<file path="config.mk">
export PLATFORM = sky130hd
export DESIGN_NAME = transceiver_loopback_select
export DESIGN_NICKNAME = d
export VERILOG_FILES = /design/src/loop_select_pkg.sv /design/src/transceiver_loopback_select.sv /design/src/pin_sync.sv
export SDC_FILE = /design/constraint.sdc
export NUM_CORES = 1
export LEC_CHECK = 0
export ABC_AREA = 1
export BUFFER_PORTS_ARGS = -buffer_cell sky130_fd_sc_hd__buf_2
export CELL_PAD_IN_SITES_DETAIL_PLACEMENT = 1
export CELL_PAD_IN_SITES_GLOBAL_PLACEMENT = 1
export CORE_ASPECT_RATIO = 0.9
export CORE_UTILIZATION = 41
export DETAILED_ROUTE_END_ITERATION = 12
export PLACE_DENSITY_LB_ADDON = 0.1
export RECOVER_POWER = 100
export REMOVE_ABC_BUFFERS = 1
export SLEW_MARGIN = 20
export SYNTH_ARGS = -nofsm -noshare
export SYNTH_HDL_FRONTEND = slang
export SYNTH_SLANG_ARGS = --single-unit
</file>
<file path="constraint.sdc">
create_clock -name sys_clk -period 8.9 [get_ports sys_clk]
set_input_delay 0.89 -clock sys_clk [delete_from_list [all_inputs] [get_ports sys_clk]]
set_output_delay 0.89 -clock sys_clk [all_outputs]
set_load 0.005 [all_outputs]
</file>
<file path="src/loop_select_pkg.sv">
/*
 * shared constants for the two-channel loopback selector: selector codes,
 * datapath widths, register offsets, field positions and reset values.
 * assumes a 125 mhz system clock and a 32-bit axi4-lite register bus.
 */
`default_nettype none
package loop_select_pkg;

	localparam int unsigned NCH    = 2;
	localparam int unsigned SEL_W  = 3;
	localparam int unsigned WORD_W = 20;
	localparam int unsigned CNT_W  = 16;
	localparam int unsigned DIV_W  = 2;
	localparam int unsigned ADDR_W = 8;
	localparam int unsigned DATA_W = 32;
	localparam int unsigned IRQ_W  = 8;
	localparam int unsigned SYNC_W = NCH * SEL_W + DIV_W + NCH;

	// selector codes
	localparam logic [SEL_W-1:0] SEL_NORMAL   = 3'h0;
	localparam logic [SEL_W-1:0] SEL_NEAR_PCS = 3'h1;
	localparam logic [SEL_W-1:0] SEL_NEAR_PMA = 3'h2;
	localparam logic [SEL_W-1:0] SEL_RSV_3    = 3'h3;
	localparam logic [SEL_W-1:0] SEL_FAR_PMA  = 3'h4;
	localparam logic [SEL_W-1:0] SEL_RSV_5    = 3'h5;
	localparam logic [SEL_W-1:0] SEL_FAR_PCS  = 3'h6;
	localparam logic [SEL_W-1:0] SEL_RSV_7    = 3'h7;

	// far-end serial loop needs the transmit divider at one
	localparam logic [DIV_W-1:0] TX_DIV_FAR_PMA = 2'h1;
	// recovered clock tracking range, parts per million
	localparam int unsigned      CDR_TRACK_PPM  = 1000;

	// prbs-7 generator seed after reset
	localparam logic [6:0]        PRBS_SEED = 7'h7f;
	localparam logic [SYNC_W-1:0] SYNC_RST  = 10'h000;

	// register byte offsets
	localparam logic [ADDR_W-1:0] OFS_CTRL     = 8'h00;
	localparam logic [ADDR_W-1:0] OFS_STATUS   = 8'h04;
	localparam logic [ADDR_W-1:0] OFS_IRQ_STAT = 8'h08;
	localparam logic [ADDR_W-1:0] OFS_IRQ_MASK = 8'h0c;
	localparam logic [ADDR_W-1:0] OFS_ERRCNT0  = 8'h10;
	localparam logic [ADDR_W-1:0] OFS_ERRCNT1  = 8'h14;

	// field positions
	localparam int unsigned STATUS_MODE0 = 0;
	localparam int unsigned STATUS_MODE1 = 3;
	localparam int unsigned STATUS_BAD   = 6;
	localparam int unsigned IRQ_CHANGE   = 0;
	localparam int unsigned IRQ_RSV      = 2;
	localparam int unsigned IRQ_PRBS     = 4;
	localparam int unsigned IRQ_CFG      = 6;

	// reset values
	localparam logic [NCH-1:0]   CTRL_RST     = 2'h0;
	localparam logic [IRQ_W-1:0] IRQ_MASK_RST = 8'h00;

	localparam logic [1:0] RESP_OKAY   = 2'h0;
	localparam logic [1:0] RESP_SLVERR = 2'h2;

endpackage : loop_select_pkg
`default_nettype wire

</file>
<file path="src/transceiver_loopback_select.sv">
/*
 * per-channel loopback routing for a two-channel serial transceiver,
 * with prbs-7 source and checker, and an axi4-lite register slave.
 * assumes the deserialized receive words already arrive on sys_clk and
 * that the analog section obeys the routing and power controls below.
 */
`timescale 1ns/10ps
`default_nettype none
////////////////////////////////////////////////////////////////////////
module transceiver_loopback_select
	import loop_select_pkg::*;
(
	input  wire logic                        sys_clk,
	input  wire logic                        reset,
	// selectors and configuration straps
	input  wire logic [SEL_W-1:0]            chan0_loop_select,
	input  wire logic [SEL_W-1:0]            chan1_loop_select,
	input  wire logic [DIV_W-1:0]            tx_clock_divider_setting,
	input  wire logic [NCH-1:0]              tx_buffer_enable,
	// user side
	input  wire logic [NCH-1:0][WORD_W-1:0]  user_tx_data,
	output logic      [NCH-1:0][WORD_W-1:0]  user_rx_data,
	// serial section side
	input  wire logic [NCH-1:0][WORD_W-1:0]  ser_rx_data,
	output logic      [NCH-1:0][WORD_W-1:0]  ser_tx_data,
	output logic      [NCH-1:0]              line_drive_en,
	output logic      [NCH-1:0]              pma_power_down,
	output logic      [NCH-1:0]              pma_serial_loop,
	output logic      [NCH-1:0]              tx_clk_use_recovered,
	output logic      [NCH-1:0]              tx_buffer_route,
	output logic                             irq,
	// axi4-lite slave
	input  wire logic [ADDR_W-1:0]           s_axi_awaddr,
	input  wire logic                        s_axi_awvalid,
	output logic                             s_axi_awready,
	input  wire logic [DATA_W-1:0]           s_axi_wdata,
	input  wire logic [DATA_W/8-1:0]         s_axi_wstrb,
	input  wire logic                        s_axi_wvalid,
	output logic                             s_axi_wready,
	output logic [1:0]                       s_axi_bresp,
	output logic                             s_axi_bvalid,
	input  wire logic                        s_axi_bready,
	input  wire logic [ADDR_W-1:0]           s_axi_araddr,
	input  wire logic                        s_axi_arvalid,
	output logic                             s_axi_arready,
	output logic [DATA_W-1:0]                s_axi_rdata,
	output logic [1:0]                       s_axi_rresp,
	output logic                             s_axi_rvalid,
	input  wire logic                        s_axi_rready
);
	import loop_select_pkg::*;

	////////////////////////////////////////////////////////////////////
	// state
	typedef struct packed {
		logic [NCH-1:0][SEL_W-1:0]  sel_prev;
		logic [NCH-1:0][SEL_W-1:0]  mode;
		logic [NCH-1:0][WORD_W-1:0] gen;
		logic [NCH-1:0][WORD_W-1:0] rx_prev;
		logic [NCH-1:0][WORD_W-1:0] rx_user;
		logic [NCH-1:0][WORD_W-1:0] ser_tx;
		logic [NCH-1:0][CNT_W-1:0]  err_cnt;
		logic [NCH-1:0]             cfg_bad;
		logic [NCH-1:0]             line_en;
		logic [NCH-1:0]             pma_pd;
		logic [NCH-1:0]             serial_loop;
		logic [NCH-1:0]             rclk;
		logic [NCH-1:0]             txbuf;
		logic [NCH-1:0]             prbs_sel;
		logic [IRQ_W-1:0]           irq_stat;
		logic [IRQ_W-1:0]           irq_mask;
		logic                       aw_have;
		logic                       w_have;
		logic [ADDR_W-1:0]          aw_addr;
		logic [DATA_W-1:0]          w_data;
		logic [DATA_W/8-1:0]        w_strb;
		logic                       bvalid;
		logic [1:0]                 bresp;
		logic                       rvalid;
		logic [DATA_W-1:0]          rdata;
		logic [1:0]                 rresp;
	} state_t;

	state_t             st_r;
	state_t             st_nxt;
	logic [SYNC_W-1:0]  pins_sync;
	logic [NCH-1:0][SEL_W-1:0] sel_s;
	logic [DIV_W-1:0]   div_s;
	logic [NCH-1:0]     bufen_s;

	////////////////////////////////////////////////////////////////////
	// functions
	function automatic logic [WORD_W-1:0] prbs_next(
		input logic [WORD_W-1:0] word
	);
		logic [6:0]        s;
		logic [WORD_W-1:0] o;
		logic              b;
		s = word[6:0];
		o = '0;
		for (int i = WORD_W - 1; i >= 0; i--) begin
			b    = s[6] ^ s[5];
			s    = {s[5:0], b};
			o[i] = b;
		end
		return o;
	endfunction : prbs_next

	function automatic logic [DATA_W-1:0] strb_merge(
		input logic [DATA_W-1:0]   old_v,
		input logic [DATA_W-1:0]   new_v,
		input logic [DATA_W/8-1:0] strb
	);
		logic [DATA_W-1:0] r;
		r = old_v;
		for (int i = 0; i < DATA_W / 8; i++) begin
			if (strb[i]) begin
				r[i*8 +: 8] = new_v[i*8 +: 8];
			end
		end
		return r;
	endfunction : strb_merge

	function automatic logic addr_known(input logic [ADDR_W-1:0] a);
		return (a == OFS_CTRL) || (a == OFS_STATUS) ||
			(a == OFS_IRQ_STAT) || (a == OFS_IRQ_MASK) ||
			(a == OFS_ERRCNT0) || (a == OFS_ERRCNT1);
	endfunction : addr_known

	function automatic logic is_reserved(input logic [SEL_W-1:0] c);
		return (c == SEL_RSV_3) || (c == SEL_RSV_5) || (c == SEL_RSV_7);
	endfunction : is_reserved

	////////////////////////////////////////////////////////////////////
	// pin synchronisation
	pin_sync u_pin_sync (
		.sys_clk  (sys_clk),
		.reset    (reset),
		.async_in ({tx_buffer_enable, tx_clock_divider_setting,
			chan1_loop_select, chan0_loop_select}),
		.sync_out (pins_sync)
	);

	assign sel_s[0] = pins_sync[SEL_W-1:0];
	assign sel_s[1] = pins_sync[2*SEL_W-1:SEL_W];
	assign div_s    = pins_sync[2*SEL_W+DIV_W-1:2*SEL_W];
	assign bufen_s  = pins_sync[SYNC_W-1:2*SEL_W+DIV_W];

	////////////////////////////////////////////////////////////////////
	// next state
	always_comb begin
		logic [IRQ_W-1:0]          ev;
		logic [IRQ_W-1:0]          clr;
		logic [NCH-1:0][WORD_W-1:0] tx_src;
		logic [NCH-1:0][WORD_W-1:0] rx_chk;
		logic [DATA_W-1:0]         rd;
		logic                      aw_h;
		logic                      w_h;
		ev     = '0;
		clr    = '0;
		tx_src = '0;
		rx_chk = '0;
		rd     = '0;
		aw_h   = 1'b0;
		w_h    = 1'b0;
		st_nxt = st_r;

		// routing per channel
		for (int c = 0; c < NCH; c++) begin
			st_nxt.sel_prev[c] = sel_s[c];
			if (sel_s[c] != st_r.sel_prev[c]) begin
				ev[IRQ_CHANGE + c] = 1'b1;
			end
			if (is_reserved(sel_s[c])) begin
				ev[IRQ_RSV + c]  = 1'b1;
				st_nxt.mode[c]   = SEL_NORMAL;
			end else begin
				st_nxt.mode[c]   = sel_s[c];
			end

			if (st_r.prbs_sel[c]) begin
				st_nxt.gen[c] = prbs_next(st_r.gen[c]);
			end
			tx_src[c] = st_r.prbs_sel[c] ? st_r.gen[c] : user_tx_data[c];

			st_nxt.line_en[c]     = 1'b1;
			st_nxt.pma_pd[c]      = 1'b0;
			st_nxt.serial_loop[c] = 1'b0;
			st_nxt.rclk[c]        = 1'b0;
			st_nxt.txbuf[c]       = 1'b0;
			st_nxt.cfg_bad[c]     = 1'b0;
			case (st_r.mode[c])
				SEL_NORMAL: begin
					st_nxt.ser_tx[c]  = tx_src[c];
					st_nxt.rx_user[c] = ser_rx_data[c];
				end
				SEL_NEAR_PCS: begin
					st_nxt.ser_tx[c]  = '0;
					st_nxt.rx_user[c] = tx_src[c];
					st_nxt.line_en[c] = 1'b0;
					st_nxt.pma_pd[c]  = 1'b1;
				end
				SEL_NEAR_PMA: begin
					st_nxt.ser_tx[c]      = tx_src[c];
					st_nxt.serial_loop[c] = 1'b1;
					st_nxt.rx_user[c]     = ser_rx_data[c];
				end
				SEL_FAR_PMA: begin
					st_nxt.ser_tx[c]  = ser_rx_data[c];
					st_nxt.rx_user[c] = '0;
					st_nxt.rclk[c]    = 1'b1;
					st_nxt.txbuf[c]   = 1'b1;
					st_nxt.cfg_bad[c] = (div_s != TX_DIV_FAR_PMA) ||
						!bufen_s[c];
				end
				SEL_FAR_PCS: begin
					st_nxt.ser_tx[c]  = ser_rx_data[c];
					st_nxt.rx_user[c] = ser_rx_data[c];
				end
				default: begin
					st_nxt.ser_tx[c]  = tx_src[c];
					st_nxt.rx_user[c] = ser_rx_data[c];
				end
			endcase
			if (st_nxt.cfg_bad[c] && !st_r.cfg_bad[c]) begin
				ev[IRQ_CFG + c] = 1'b1;
			end

			// self-synchronising prbs check on looped-in words
			rx_chk[c]         = st_r.rx_user[c];
			st_nxt.rx_prev[c] = rx_chk[c];
			if (st_r.prbs_sel[c] && (st_r.mode[c] != SEL_FAR_PMA) &&
				(st_r.mode[c] != SEL_FAR_PCS) &&
				(rx_chk[c] != prbs_next(st_r.rx_prev[c]))) begin
				ev[IRQ_PRBS + c] = 1'b1;
				if (st_r.err_cnt[c] != '1) begin
					st_nxt.err_cnt[c] = st_r.err_cnt[c] + 1'b1;
				end
			end
		end

		// axi write: address and data in either order
		aw_h = st_r.aw_have;
		w_h  = st_r.w_have;
		if (s_axi_awvalid && s_axi_awready) begin
			aw_h           = 1'b1;
			st_nxt.aw_addr = s_axi_awaddr;
		end
		if (s_axi_wvalid && s_axi_wready) begin
			w_h           = 1'b1;
			st_nxt.w_data = s_axi_wdata;
			st_nxt.w_strb = s_axi_wstrb;
		end
		st_nxt.aw_have = aw_h;
		st_nxt.w_have  = w_h;
		if (st_r.bvalid && s_axi_bready) begin
			st_nxt.bvalid = 1'b0;
		end
		if (aw_h && w_h && !st_r.bvalid) begin
			st_nxt.aw_have = 1'b0;
			st_nxt.w_have  = 1'b0;
			st_nxt.bvalid  = 1'b1;
			st_nxt.bresp   = addr_known(st_nxt.aw_addr) ?
				RESP_OKAY : RESP_SLVERR;
			case (st_nxt.aw_addr)
				OFS_CTRL: begin
					st_nxt.prbs_sel = NCH'(strb_merge(
						{{(DATA_W-NCH){1'b0}}, st_r.prbs_sel},
						st_nxt.w_data, st_nxt.w_strb));
				end
				OFS_IRQ_STAT: begin
					clr = IRQ_W'(strb_merge('0, st_nxt.w_data,
						st_nxt.w_strb));
				end
				OFS_IRQ_MASK: begin
					st_nxt.irq_mask = IRQ_W'(strb_merge(
						{{(DATA_W-IRQ_W){1'b0}}, st_r.irq_mask},
						st_nxt.w_data, st_nxt.w_strb));
				end
				default: begin
					clr = '0;
				end
			endcase
		end
		// set wins over a simultaneous write-one clear
		st_nxt.irq_stat = (st_r.irq_stat & ~clr) | ev;

		// axi read
		if (st_r.rvalid && s_axi_rready) begin
			st_nxt.rvalid = 1'b0;
		end
		if (s_axi_arvalid && !st_r.rvalid) begin
			case (s_axi_araddr)
				OFS_CTRL:     rd[NCH-1:0] = st_r.prbs_sel;
				OFS_STATUS: begin
					rd[STATUS_MODE0 +: SEL_W] = st_r.mode[0];
					rd[STATUS_MODE1 +: SEL_W] = st_r.mode[1];
					rd[STATUS_BAD +: NCH]     = st_r.cfg_bad;
				end
				OFS_IRQ_STAT: rd[IRQ_W-1:0] = st_r.irq_stat;
				OFS_IRQ_MASK: rd[IRQ_W-1:0] = st_r.irq_mask;
				OFS_ERRCNT0:  rd[CNT_W-1:0] = st_r.err_cnt[0];
				OFS_ERRCNT1:  rd[CNT_W-1:0] = st_r.err_cnt[1];
				default:      rd = '0;
			endcase
			st_nxt.rvalid = 1'b1;
			st_nxt.rdata  = rd;
			st_nxt.rresp  = addr_known(s_axi_araddr) ?
				RESP_OKAY : RESP_SLVERR;
		end
	end

	////////////////////////////////////////////////////////////////////
	// registers
	always_ff @(posedge sys_clk or posedge reset) begin
		if (reset) begin
			st_r          <= '0;
			st_r.gen      <= {NCH{{(WORD_W-7){1'b0}}, PRBS_SEED}};
			st_r.prbs_sel <= CTRL_RST;
			st_r.irq_mask <= IRQ_MASK_RST;
			st_r.pma_pd   <= '0;
		end else begin
			st_r <= st_nxt;
		end
	end

	////////////////////////////////////////////////////////////////////
	// outputs
	assign user_rx_data         = st_r.rx_user;
	assign ser_tx_data          = st_r.ser_tx;
	assign line_drive_en        = st_r.line_en;
	assign pma_power_down       = st_r.pma_pd;
	assign pma_serial_loop      = st_r.serial_loop;
	assign tx_clk_use_recovered = st_r.rclk;
	assign tx_buffer_route      = st_r.txbuf;
	assign irq                  = |(st_r.irq_stat & st_r.irq_mask);

	assign s_axi_awready = !st_r.aw_have && !st_r.bvalid;
	assign s_axi_wready  = !st_r.w_have && !st_r.bvalid;
	assign s_axi_bvalid  = st_r.bvalid;
	assign s_axi_bresp   = st_r.bresp;
	assign s_axi_arready = !st_r.rvalid;
	assign s_axi_rvalid  = st_r.rvalid;
	assign s_axi_rdata   = st_r.rdata;
	assign s_axi_rresp   = st_r.rresp;

endmodule : transceiver_loopback_select
`default_nettype wire

</file>
<file path="src/pin_sync.sv">
/*
 * two-stage synchroniser for a bundle of asynchronous levels.
 * assumes the inputs are quasi-static levels; no multi-bit coherence.
 */
`timescale 1ns/10ps
`default_nettype none
module pin_sync
	import loop_select_pkg::*;
(
	input  wire logic              sys_clk,
	input  wire logic              reset,
	input  wire logic [SYNC_W-1:0] async_in,
	output logic      [SYNC_W-1:0] sync_out
);
	import loop_select_pkg::*;

	typedef struct packed {
		logic [SYNC_W-1:0] meta;
		logic [SYNC_W-1:0] stable;
	} sync_state_t;

	sync_state_t st_r;
	sync_state_t st_nxt;

	always_comb begin
		st_nxt        = st_r;
		st_nxt.meta   = async_in;
		st_nxt.stable = st_r.meta;
	end

	always_ff @(posedge sys_clk or posedge reset) begin
		if (reset) begin
			st_r <= '{meta: SYNC_RST, stable: SYNC_RST};
		end else begin
			st_r <= st_nxt;
		end
	end

	assign sync_out = st_r.stable;

endmodule : pin_sync
`default_nettype wire

</file>
# After elaboration in Yosys (flattened, before gate mapping)
# Cells that the tools add are included.
# word_totals
word_cells	251
ff_bits	270
inputBits	149
out_inout_bits	132
# op_classes
n_eq_ne	35
reduce_logical	52
n_bitwise	84
mux	43
add_sub_neg	2
# ops
cell	count
case mux 20 bit (2 select lines)	4
XOR 1 bit	80
two-way mux 20 bit	2
inequality test 20 bit	2
two-way mux 35 bit	1
adder 16 x 1 -> 16 bit, second input constant	2
== test 8 x 4 -> 1 bit, second input constant	4
== test 8 x 5 -> 1 bit, second input constant	4
two-way mux 8 bit	4
inequality test 16 bit, second input constant	2
case mux 6 bit (5 select lines)	1
== test 3 bit, second input constant	8
two-way mux 1 bit	22
logical AND 1 bit	17
bitwise AND 8 bit	2
== test 8 x 3 -> 1 bit, second input constant	2
logical NOT 8 bit	2
logical OR 1 bit	16
case mux 8 bit (2 select lines)	1
== test 3 x 2 -> 1 bit, second input constant	4
two-way mux 12 bit	1
inequality test 3 bit, second input constant	4
case mux 2 bit (6 select lines)	1
two-way mux 3 bit	3
12 further kinds	27

# Longest topological paths before layout
# Gate-level depths: netlist of the first run.
# depth
ltp_word	12
mapped_depth	16
depth_no_buf	15

# By module
# Synthesis of the first run repeated with hierarchy kept, for this count alone.
# unflattened
cells_unflattened	1686
hier_area_um2	13908.3
# by_module_without_submodules
module	cells_each	seq_area_each_um2	area_each_um2	n_inst
transceiver_loopback_select	1665	6148.4	13404.1	1
pin_sync	21	500.5	504.2	1

# Worst setup path after synthesis of the first run
# No wires, ideal clock.
# synth_timing
path_type	input-to-reg
from	input port s_axi_araddr[1]
to	register st_r, in the netlist s_axi_rdata[2]
t_required_ns	8.823
path_slack_ns	6.652
arrival_ns	2.171
setup_time_ns	0.077
n_path_buf	1
cell_stages	8
cell_sequence	nor2_1 inv_1 nor3_1 nand2_1 buf_2 o21ai_0 a211oi_1 a21oi_1
# synth_between
elab_chain_len	2
word_cells_on_any_way	6
classes_between	eq/ne (5); mux (1)
# synth_rtl
element	line	source
start: declaration	transceiver_loopback_select.sv:43	input wire logic [ADDR_W-1:0] s_axi_araddr,
== test 8 x 5 -> 1 bit, or another cell as far along	transceiver_loopback_select.sv:293	case (s_axi_araddr)
case mux 6 bit (5 select lines) (*)	transceiver_loopback_select.sv:293	
end signal: assignment	transceiver_loopback_select.sv:323	st_r <= st_nxt;
end: declaration	transceiver_loopback_select.sv:84	state_t st_r;
# Mark *: on every way between the ends. The rest lies on a longest branch, timed or not.
# A chain may end at the register's enable or synchronous reset.

# Worst setup path in the final report of the first run
# layout_timing
from	register st_r[100] (netlist bit)
to	register st_r[129] (netlist bit)
# layout_between
elab_chain_len	4
# layout_rtl
element	line	source
logical AND 1 bit (2 in series)	transceiver_loopback_select.sv:232	if (st_r.prbs_sel[c] && (st_r.mode[c] != SEL_FAR_PMA) &&
logical AND 1 bit	transceiver_loopback_select.sv:233	(st_r.mode[c] != SEL_FAR_PCS) &&
AND reduction 2 bit (no line)	n/a	
# No other way between the ends.

==> flow_summary_export.csv, run 1 <==
group,metric,value,unit
layout,nFillCells,4070,
routing,drt_iter0_drc,757,
routing,vias,11460,
critical_path,worstPathRequired,9.34,ns
synthesis,yosysSeqAreaShare,0.4840,
floorplanning,die_height,175.7,um
global_route,antenna_found_initial,0,
critical_path,critPathLaunchType,"flop",
timing,hold_ws,0.3489,ns
synthesis,yosysWarnings,0,
layout,area_delta_synth_final,10.51,%
routing,wl,39480,um
timing,rsz0062_at_grt,"no",
clock_tree,clock_sinks,265,
synthesis,synthDistinctLibCells,51,
timing,layout_worst_path_cycle_share,0.5870,
routing,antenna_left,0,
critical_path,crit_path_max_incr_delay,1.85,ns
layout,fin_cells,2226,
place,hpwlAfterDp,27930,um
timing,setup_violations,0,
clock_tree,cts_buffers,30,
synthesis,synth_cells,1670,
floorplanning,fp-row-count,63,
place,io_buffers,235,
timing,tightest_slew,4.930,ns
timing,fin_setup_tns,0,ns
clock_tree,post_cts_buffers,0,
global_route,grt_pass1_vias,11620,
floorplanning,start_util,0.4169,
timing,maxSlewViolCount,224,
place,placed_cells,2170,
layout,antenna_cells,0,
routing,wl_per_cell,17.74,um
critical_path,crit_type,"flop to flop",
floorplanning,die_width,194.9,um
flow_run,maxCapViolations,3,
clock_tree,cts.path.max_buffers,3,
layout,num-nets-final,1931,
power_and_ir_drop,vdd_drop_max,0.0001581,V
power_and_ir_drop,p_leak,7.556,nW
global_route,overflow,0,
critical_path,critical_path_arrival,5.67,ns
critical_path,cp_slowest_cell,"clkbuf_1",
synthesis,syn_area_per_cell,8.226,um2
floorplanning,core_region_area,32950,um2
place,gp_congestion,0.8276,
clock_tree,h-tree-depth,1,
routing,drc_errors,0,
timing,fmax,191.4,MHz
power_and_ir_drop,powerDensity,207.2,nW/um2
floorplanning,ios,281,
floorplanning,dieArea,34240,um2
routing,drt-pass1-iter-count,7,
synthesis,postSynth.asyncResetShare,1.000,
outcome,status,"finished, violations left",
critical_path,worst-path-buf-inv,3,
timing,hold_viol,0,
timing,fin_worst_skew,0.01514,ns
synthesis,synth-seq-cells,265,
clock_tree,clkSlewWorstSetupHoldPaths,0.06,ns
timing,fin_crit,5.225,ns
critical_path,worstPathCellList,"clkbuf_1 > inv_1 > nor2_1 > clkbuf_1 > nand3_1 > nand2_1 > nand2_1",
clock_tree,cts_tree,"built",
layout,drive_above_1_share,0.1519,
routing,viasPerCell,5.150,
outcome,violations,"max-capacitance violations, max-slew violations",
clock_tree,ctsResizeCount,0,
clock_tree,clk_latency,0.56,ns
global_route,grt_first_pass_wirelength,63360,um
global_route,grt_max_degree,158,
synthesis,synth_edf_count,0,
critical_path,end_kind,"flop",
global_route,globalRouteTotalUtil,0.2313,
timing,max_slew_margin,-2.305,
synthesis,syn_area,13740,um2
critical_path,critPathTopFamily,"buffers and inverters",
clock_tree,cts-root-buf,"clkbuf_16",
critical_path,worstPathMaxFanout,59,
min_path,worstHoldPathType,"flop to flop",
clock_tree,ctsHoldBuffers,0,
synthesis,ys.flop_type,"dfrtp_1",
state kept, by name (all words and copies together) (netlist names):
register             count
u_pin_sync.st_nxt       10
pma_serial_loop          2
s_axi_rdata             16
s_axi_rvalid             1
line_drive_en            2
s_axi_rresp              1
user_rx_data            40
u_pin_sync.sync_out     10
tx_buffer_route          2
ser_tx_data             40
pma_power_down           2
st_r                   137
s_axi_bresp              1
s_axi_bvalid             1
Yosys cell counts, types with 2 or more instances:
cell type  instances  area, um2
o211ai_1           3      22.52
a31oi_1           14      87.58
buf_6              3      33.78
inv_1            205      769.5
o22ai_1           91      569.3
nand3_2            2      20.02
buf_2              7      35.03
xor2_1            39      341.6
nand3b_1          12      90.09
a221oi_1           2      17.52
clkbuf_1          37      138.9
a21oi_1           19      95.09
dfstp_2           14      367.9
nor2_1            82      307.8
dfrtp_1          251       6281
a22o_1             2      17.52
nor3_1            13      65.06
mux2i_1           10      100.1
inv_2              6      22.52
ha_1               2      25.02
nand3_1           73      365.4
a211oi_1           5      37.54
a41oi_1            2      17.52
xnor2_1           16      140.1
o21ai_2            8      70.07
nand2_1          451       1693
buf_1              3      11.26
nand4_1           38      237.7
or2_2              7      43.79
buf_4            127      953.4
nand2_2            5      31.28
nor3_2             2      20.02
nand3_4            3      52.55
nand4_2            2      25.02
nor4_1             3      18.77
nor3b_1            2      15.01
o21ai_0           95      475.5
power by group:
group | total [mW] | switching (mW) | leakage, nW | internal, mW
clock | 1.21 | 0.508 | 0.461 | 0.703
combinational | 0.533 | 0.351 | 3.81 | 0.181
sequential | 1.40 | 0.0819 | 3.29 | 1.32
cell families after synthesis:
family / share of synthesized area
other cells: 0.0002730
fa+ha+maj: 0.001821
mux: 0.008107
compound gates: 0.1053
simple gates: 0.2207
xor+xnor: 0.03507
flops: 0.4840
buf+inv: 0.1447
metrics by stage:
stage / setup slack (ns) / area, um2 / total power, mW / utilization
floorplan: 0.7363 / 12610 / 1.741 / -
global placement: 5.553 / 14370 / 1.953 / 0.4362
detailed placement: 5.516 / 14370 / 1.975 / 0.4362
CTS: 6.127 / 15330 / 3.207 / 0.4653
global route: 3.102 / 15180 / 3.315 / 0.4607
finish: 3.675 / 15180 / 3.146 / 0.4607
cells in the final DEF (no fill, tap or decap), types with 2 or more instances in the layout:
cell type     n
a211oi_1      5
a21oi_1      19
a221oi_1      2
a22o_1        2
a31oi_1      14
a41oi_1       2
buf_2       185
clkbuf_1     64
clkbuf_16    30
clkbuf_2      2
clkbuf_8      6
clkinv_2      3
clkinvlp_4    2
conb_1       18
dfrtp_1     250
dfstp_2      14
ha_1          2
inv_1       204
inv_2         6
mux2i_1      10
nand2_1     452
nand2_2       4
nand3_1      75
nand3_2       2
nand3b_1     12
nand4_1      39
nor2_1       83
nor3_1       13
nor3_2        2
nor3b_1       2
nor4_1        3
o211ai_1      3
o21ai_0     103
o22ai_1      91
or2_2         7
xnor2_1      16
xor2_1       39
worst reg2reg max path: stages (launching register included):
cell,delay (ns)
dfrtp_2,0.33
clkbuf_1,1.85
inv_1,0.86
nor2_1,0.27
clkbuf_1,0.74
nand3_1,0.78
nand2_1,0.22
nand2_1,0.06
cell type report:
class	instances	area, um2	area share
Clock buffer	49	882.1	0.05811
Clock inverter	7	76.32	0.005028
Inverter	212	797.0	0.05250
Multi-Input combinational cell	1031	5096	0.3357
Sequential cell	265	6650	0.4381
Tap cell	422	528.0	0.03478
Timing Repair Buffer	240	1151	0.07583
metal layers:
| metal | part of all wire | global-route usage |
|---|---|---|
| met5 | 0 | 0 |
| met2 | 0.47 | 0.3778 |
| met3 | 0.041 | 0.02611 |
| met4 | 0.022 | 0.05512 |
| met1 | 0.47 | 0.3288 |
final timing paths:
kind / startpoint / endpoint / slack [ns] / depth (start not counted)
max: st_r[100] / st_r[129] / 3.68 / 7
min: u_pin_sync.st_nxt[3] / u_pin_sync.sync_out[3] / 0.35 / 0
max reg2reg: st_r[100] / st_r[129] / 3.68 / 7
min reg2reg: u_pin_sync.st_nxt[3] / u_pin_sync.sync_out[3] / 0.35 / 0
max in group asynchronous: reset / st_r[229] / 4.85 / 2
min in group asynchronous: reset / st_r[249] / 1.85 / 2
No activity file was read; power rests on OpenSTA's default activity.
==> run 2, diff against run 1 <==
Clock period 8.9 ns to 5.4 ns, I/O delays scaled along.
==> flow_summary_export.csv, run 2 (synthesized netlist as in run 1, its figures left out) <==
group,metric,value,unit
layout,final_cell_mix,"452 x nand2_1, 251 x dfrtp_1, 204 x inv_1",
floorplanning,dieArea,34240,um2
critical_path,r2r-start,"st_r[101]",
critical_path,end_kind,"flop",
global_route,overflow,0,
layout,layout_commonest_cell,"nand2_1",
clock_tree,cts-root-buf,"clkbuf_16",
critical_path,r2r_slack,1.75,ns
place,hpwlAfterDp,27880,um
power_and_ir_drop,power.switching,1.528,mW
floorplanning,die_height,175.7,um
layout,area_delta_synth_final,10.41,%
critical_path,worstPathMaxFanout,54,
critical_path,critical_path_arrival,4.08,ns
clock_tree,clock_sinks,265,
floorplanning,die_width,194.9,um
power_and_ir_drop,pwr-share-clk,0.380,
clock_tree,cts_buffers,30,
power_and_ir_drop,power.internal,3.607,mW
timing,rsz0062_at_grt,"no",
layout,utilization,0.4603,
layout,largest-register,"st_r",
global_route,grt_pass1_vias,11980,
routing,viasPerCell,5.145,
layout,largest_reg_flops,137,
global_route,grtUsageMet1,0.3206,
critical_path,rr_worst_depth,6,
global_route,met2_usage,0.3801,
outcome,status,"finished, violations left",
timing,setup_violations,0,
timing,maxSlewViolCount,192,
timing,fmax,274.0,MHz
place,gp_congestion,0.8343,
power_and_ir_drop,swShare,0.2975,
power_and_ir_drop,powerDensity,338.5,nW/um2
layout,multiInputGateArea,5109,um2
clock_tree,ctsHoldBuffers,0,
floorplanning,ios,281,
global_route,met3_usage,0.03283,
routing,wl,39230,um
critical_path,r2r_end,"st_r[138]",
timing,hold_viol,0,
critical_path,crit_type,"flop to flop",
floorplanning,core_region_area,32950,um2
global_route,antenna_found_initial,1,
layout,fin_cells,2226,
timing,max_slew_margin,-1.322,
outcome,violations,"max-capacitance violations, max-slew violations",
global_route,grt_max_degree,135,
layout,seq_area,6649,um2
critical_path,critPathLaunchType,"flop",
place,io_buffers,235,
floorplanning,start_util,0.4169,
timing,fin_crit,3.650,ns
timing,layout_worst_path_cycle_share,0.6759,
min_path,holdPathEnd,"u_pin_sync.st_nxt[2]",
layout,nFillCells,4105,
layout,num-nets-final,1931,
routing,drc_errors,0,
layout,fin_area,15170,um2
routing,vias,11450,
timing,fin_worst_skew,0.009325,ns
min_path,whs_path_depth,1,
global_route,grt_first_pass_wirelength,63680,um
clock_tree,clkSlewWorstSetupHoldPaths,0.06,ns
power_and_ir_drop,p_total,5.134,mW
clock_tree,cts_tree,"built",
power_and_ir_drop,combPwrFrac,0.169,
flow_run,maxCapViolations,3,
timing,tightest_slew,3.464,ns
min_path,min_from,"chan0_loop_select[2]",
min_path,worstHoldPathType,"input port to flop",
floorplanning,fp-row-count,63,
place,placed_cells,2170,
routing,antenna_left,0,
critical_path,worstPathRequired,5.83,ns
global_route,grt-busiest-layer,"met2",
global_route,globalRouteTotalUtil,0.2311,
routing,wl_per_cell,17.62,um
power_and_ir_drop,p_leak,7.539,nW
clock_tree,cts.path.max_buffers,3,
routing,drt_iter0_drc,532,
routing,drt-pass1-iter-count,4,
clock_tree,clk_latency,0.55,ns
clock_tree,post_cts_buffers,0,
clock_tree,h-tree-depth,1,
clock_tree,ctsResizeCount,0,
place,placed_area,14370,um2
layout,drive_above_1_share,0.1475,
power_and_ir_drop,share_seq_of_total_power,0.451,
power_and_ir_drop,vdd_drop_max,0.0002436,V
==> run 2: cell count changes in the layout (fill, tap and decap cells not counted), moves of 2 or more <==
cell	previous run	this run
clkinvlp_4	2	0
buf_2	185	176
clkbuf_1	64	72
buf_4	0	3
==> run 2: worst max path at each step <==
stage / startpoint / to / slack (ns) / cells after the start
2_1_floorplan: reset / line_drive_en[0] / -2.41 / 1
3_3_place_gp: s_axi_araddr[1] / s_axi_rdata[7] / 2.46 / 8
3_5_place_dp: s_axi_araddr[1] / s_axi_rdata[7] / 2.41 / 8
4_1_cts: st_r[310] / user_rx_data[37] / 2.72 / 4
5_1_grt: st_r[101] / st_r[136] / 1.35 / 6
6_report: st_r[101] / st_r[138] / 1.75 / 6
==> run 2: metal layers <==
layer  vias up  wire [um]
li1       5470          -
met1      5653      18570
met2       277      18190
met3        52       1598
met4         0        873
met5         -          0
==> run 2: power groups by stage <==
stage	Sequential (mW)	Clock, mW	Combinational [mW]
3_3_place_gp	2.35	0	0.874
6_report	2.32	1.95	0.866
5_1_grt	2.34	2.08	1.00
4_1_cts	2.32	2.00	0.906
3_5_place_dp	2.35	0	0.898
2_1_floorplan	2.32	0	0.555
==> run 2: cell type report <==
type | count | area share
Tap cell | 422 | 0.03481
Antenna cell | 1 | 0.0001650
Clock buffer | 51 | 0.06006
Multi-Input combinational cell | 1031 | 0.3368
Clock inverter | 4 | 0.001320
Sequential cell | 265 | 0.4384
Inverter | 212 | 0.05255
Timing Repair Buffer | 240 | 0.07590
==> run 2: critical path: stages, from the launching register on <==
cell	delay (ns)
dfrtp_1	1.54
inv_1	0.65
nor2_1	0.25
buf_4	0.28
nand3_1	0.53
nand2_1	0.19
nand2_1	0.08
==> run 2: per-stage QoR <==
stage	setup WS [ns]	hold slack, ns	TNS [ns]
5_1_grt	1.348	0.06680	0
6_report	1.750	0.09235	0
4_1_cts	2.716	0.06207	0
2_1_floorplan	-2.414	0.3312	-610.67
3_5_place_dp	2.407	0.3363	0
3_3_place_gp	2.460	0.3339	0
==> run 3, diff against run 2 <==
Clock period 5.4 ns to 3.5 ns, I/O delays scaled along.
==> flow_summary_export.csv, run 3 (synthesized netlist as in run 1, its figures left out) <==
group,metric,value,unit
flow_run,maxCapViolations,1,
place,hpwlAfterDp,28320,um
clock_tree,ctsHoldBuffers,13,
routing,drt_iter0_drc,544,
critical_path,r2r-start,"st_r[308]",
floorplanning,ios,281,
place,gp_congestion,0.8411,
clock_tree,h-tree-depth,1,
layout,num-nets-final,1958,
routing,vias,11480,
timing,fmax,327.2,MHz
clock_tree,post_cts_buffers,0,
layout,final_cell_mix,"452 x nand2_1, 250 x dfrtp_1, 204 x inv_1",
layout,layout_commonest_cell,"nand2_1",
power_and_ir_drop,pwr-share-clk,0.387,
timing,layout_worst_path_cycle_share,0.8732,
routing,drt-pass1-iter-count,4,
timing,max_slew_margin,-0.5247,
clock_tree,ctsResizeCount,0,
global_route,globalRouteTotalUtil,0.2331,
layout,largest_reg_flops,137,
critical_path,worstPathRequired,3.93,ns
min_path,holdPathEnd,"st_r[38]",
place,io_buffers,235,
critical_path,r2r_slack,0.44,ns
global_route,grt_first_pass_wirelength,63960,um
global_route,overflow,0,
critical_path,crit_type,"flop to flop",
power_and_ir_drop,combPwrFrac,0.172,
clock_tree,clk_latency,0.56,ns
min_path,min_from,"s_axi_wstrb[0]",
power_and_ir_drop,share_seq_of_total_power,0.440,
min_path,whs_path_depth,3,
layout,largest-register,"st_r",
global_route,grt_pass1_vias,11900,
clock_tree,cts_buffers,29,
critical_path,rr_worst_depth,6,
floorplanning,core_region_area,32950,um2
clock_tree,cts.path.max_buffers,3,
power_and_ir_drop,powerDensity,523.1,nW/um2
timing,hold_viol,0,
layout,fin_area,15440,um2
critical_path,r2r_end,"ser_tx_data[10]",
floorplanning,dieArea,34240,um2
outcome,violations,"max-capacitance violations, max-slew violations",
clock_tree,cts-root-buf,"clkbuf_16",
routing,drc_errors,0,
critical_path,end_kind,"flop",
critical_path,startpoint,"st_r[308]",
timing,final.setup.worst_slack,0.4440,ns
power_and_ir_drop,vdd_drop_max,0.0003442,V
place,place_ws,0.9767,ns
timing,fin_crit,3.056,ns
routing,antenna_left,0,
layout,area_delta_synth_final,12.40,%
critical_path,critical_path_arrival,3.49,ns
routing,wl_per_cell,17.56,um
power_and_ir_drop,p_total,8.077,mW
floorplanning,die_height,175.7,um
routing,wl,39560,um
global_route,antenna_found_initial,2,
critical_path,worstPathMaxFanout,22,
outcome,status,"finished, violations left",
power_and_ir_drop,power.internal,5.681,mW
floorplanning,die_width,194.9,um
power_and_ir_drop,p_leak,7.674,nW
clock_tree,cts_tree,"built",
routing,viasPerCell,5.098,
layout,nFillCells,4079,
floorplanning,start_util,0.4169,
power_and_ir_drop,swShare,0.2966,
layout,drive_above_1_share,0.1521,
timing,tightest_slew,2.287,ns
floorplanning,fp-row-count,63,
timing,fin_worst_skew,0.01933,ns
timing,maxSlewViolCount,105,
clock_tree,clkSlewWorstSetupHoldPaths,0.06,ns
timing,rsz0062_at_grt,"no",
clock_tree,clock_sinks,265,
place,placed_area,14490,um2
power_and_ir_drop,power.switching,2.396,mW
min_path,worstHoldPathType,"input port to flop",
global_route,grt_max_degree,106,
critical_path,critPathLaunchType,"flop",
timing,fin_setup_tns,0,ns
timing,setup_violations,0,
==> run 3: cell types whose count changed in the layout (fill, tap and decap cells not counted), moves of 2 or more <==
cell / before / now
dfstp_1: 0 / 5
clkbuf_2: 2 / 5
buf_4: 3 / 9
nand3_2: 2 / 0
buf_2: 176 / 180
dfstp_2: 14 / 9
clkbuf_1: 72 / 68
bufinv_16: 0 / 2
dlygate4sd3_1: 0 / 13
clkbuf_8: 6 / 8
clkbuf_16: 31 / 29
==> run 3: worst max path at each step <==
| stage | to | slack (ns) | depth (start not counted) |
|---|---|---|---|
| 2_1_floorplan | line_drive_en[0] | -4.12 | 1 |
| 3_3_place_gp | user_rx_data[6] | 0.98 | 5 |
| 3_5_place_dp | st_r[88] | 0.98 | 10 |
| 4_1_cts | ser_tx_data[10] | 0.94 | 5 |
| 5_1_grt | ser_tx_data[16] | 0.30 | 6 |
| 6_report | ser_tx_data[10] | 0.44 | 6 |
==> run 3: power groups by stage <==
stage / Sequential (mW) / Combinational (mW) / Clock [mW]
4_1_cts: 3.56 / 1.45 / 3.20
2_1_floorplan: 3.57 / 0.856 / 0
5_1_grt: 3.59 / 1.60 / 3.32
6_report: 3.56 / 1.39 / 3.13
3_5_place_dp: 3.61 / 1.43 / 0
3_3_place_gp: 3.60 / 1.38 / 0
==> run 3: final cells by class <==
| class | instances | area, um2 | area share |
|---|---|---|---|
| flip-flops and latches | 265 | 6650 | 0.4307 |
| multi-input cells | 1031 | 5119 | 0.3315 |
| repair buffers | 268 | 1369 | 0.08865 |
| clock buffers | 45 | 865.8 | 0.05608 |
| inverters | 212 | 799.5 | 0.05178 |
| well taps | 422 | 528.0 | 0.03420 |
| clock inverters | 7 | 103.9 | 0.006726 |
| diodes | 2 | 5.005 | 0.0003241 |
==> run 3: critical path, cell delays in order (launching register included) <==
cell      delay (ns)
dfrtp_1         0.38
inv_1           0.12
nor2_1          0.07
inv_1           0.05
clkbuf_1        0.97
nand2_1         0.93
o22ai_1         0.39
==> run 3: through the flow <==
step	std cells	utilization	hold WS, ns
floorplan	1508	-	0.3312
global placement	2185	0.4396	0.3341
detailed placement	2185	0.4396	0.3363
CTS	2250	0.4730	0.01461
global route	2252	0.4686	0.02216
finish	2252	0.4686	0.03375
==> run 3: metal layers <==
layer,up-vias,global-route usage,share of wire
met1,5651,0.3283,0.48
met3,49,0.02957,0.039
met4,0,0.05348,0.019
met2,247,0.3829,0.47
met5,-,0,0
li1,5534,-,-
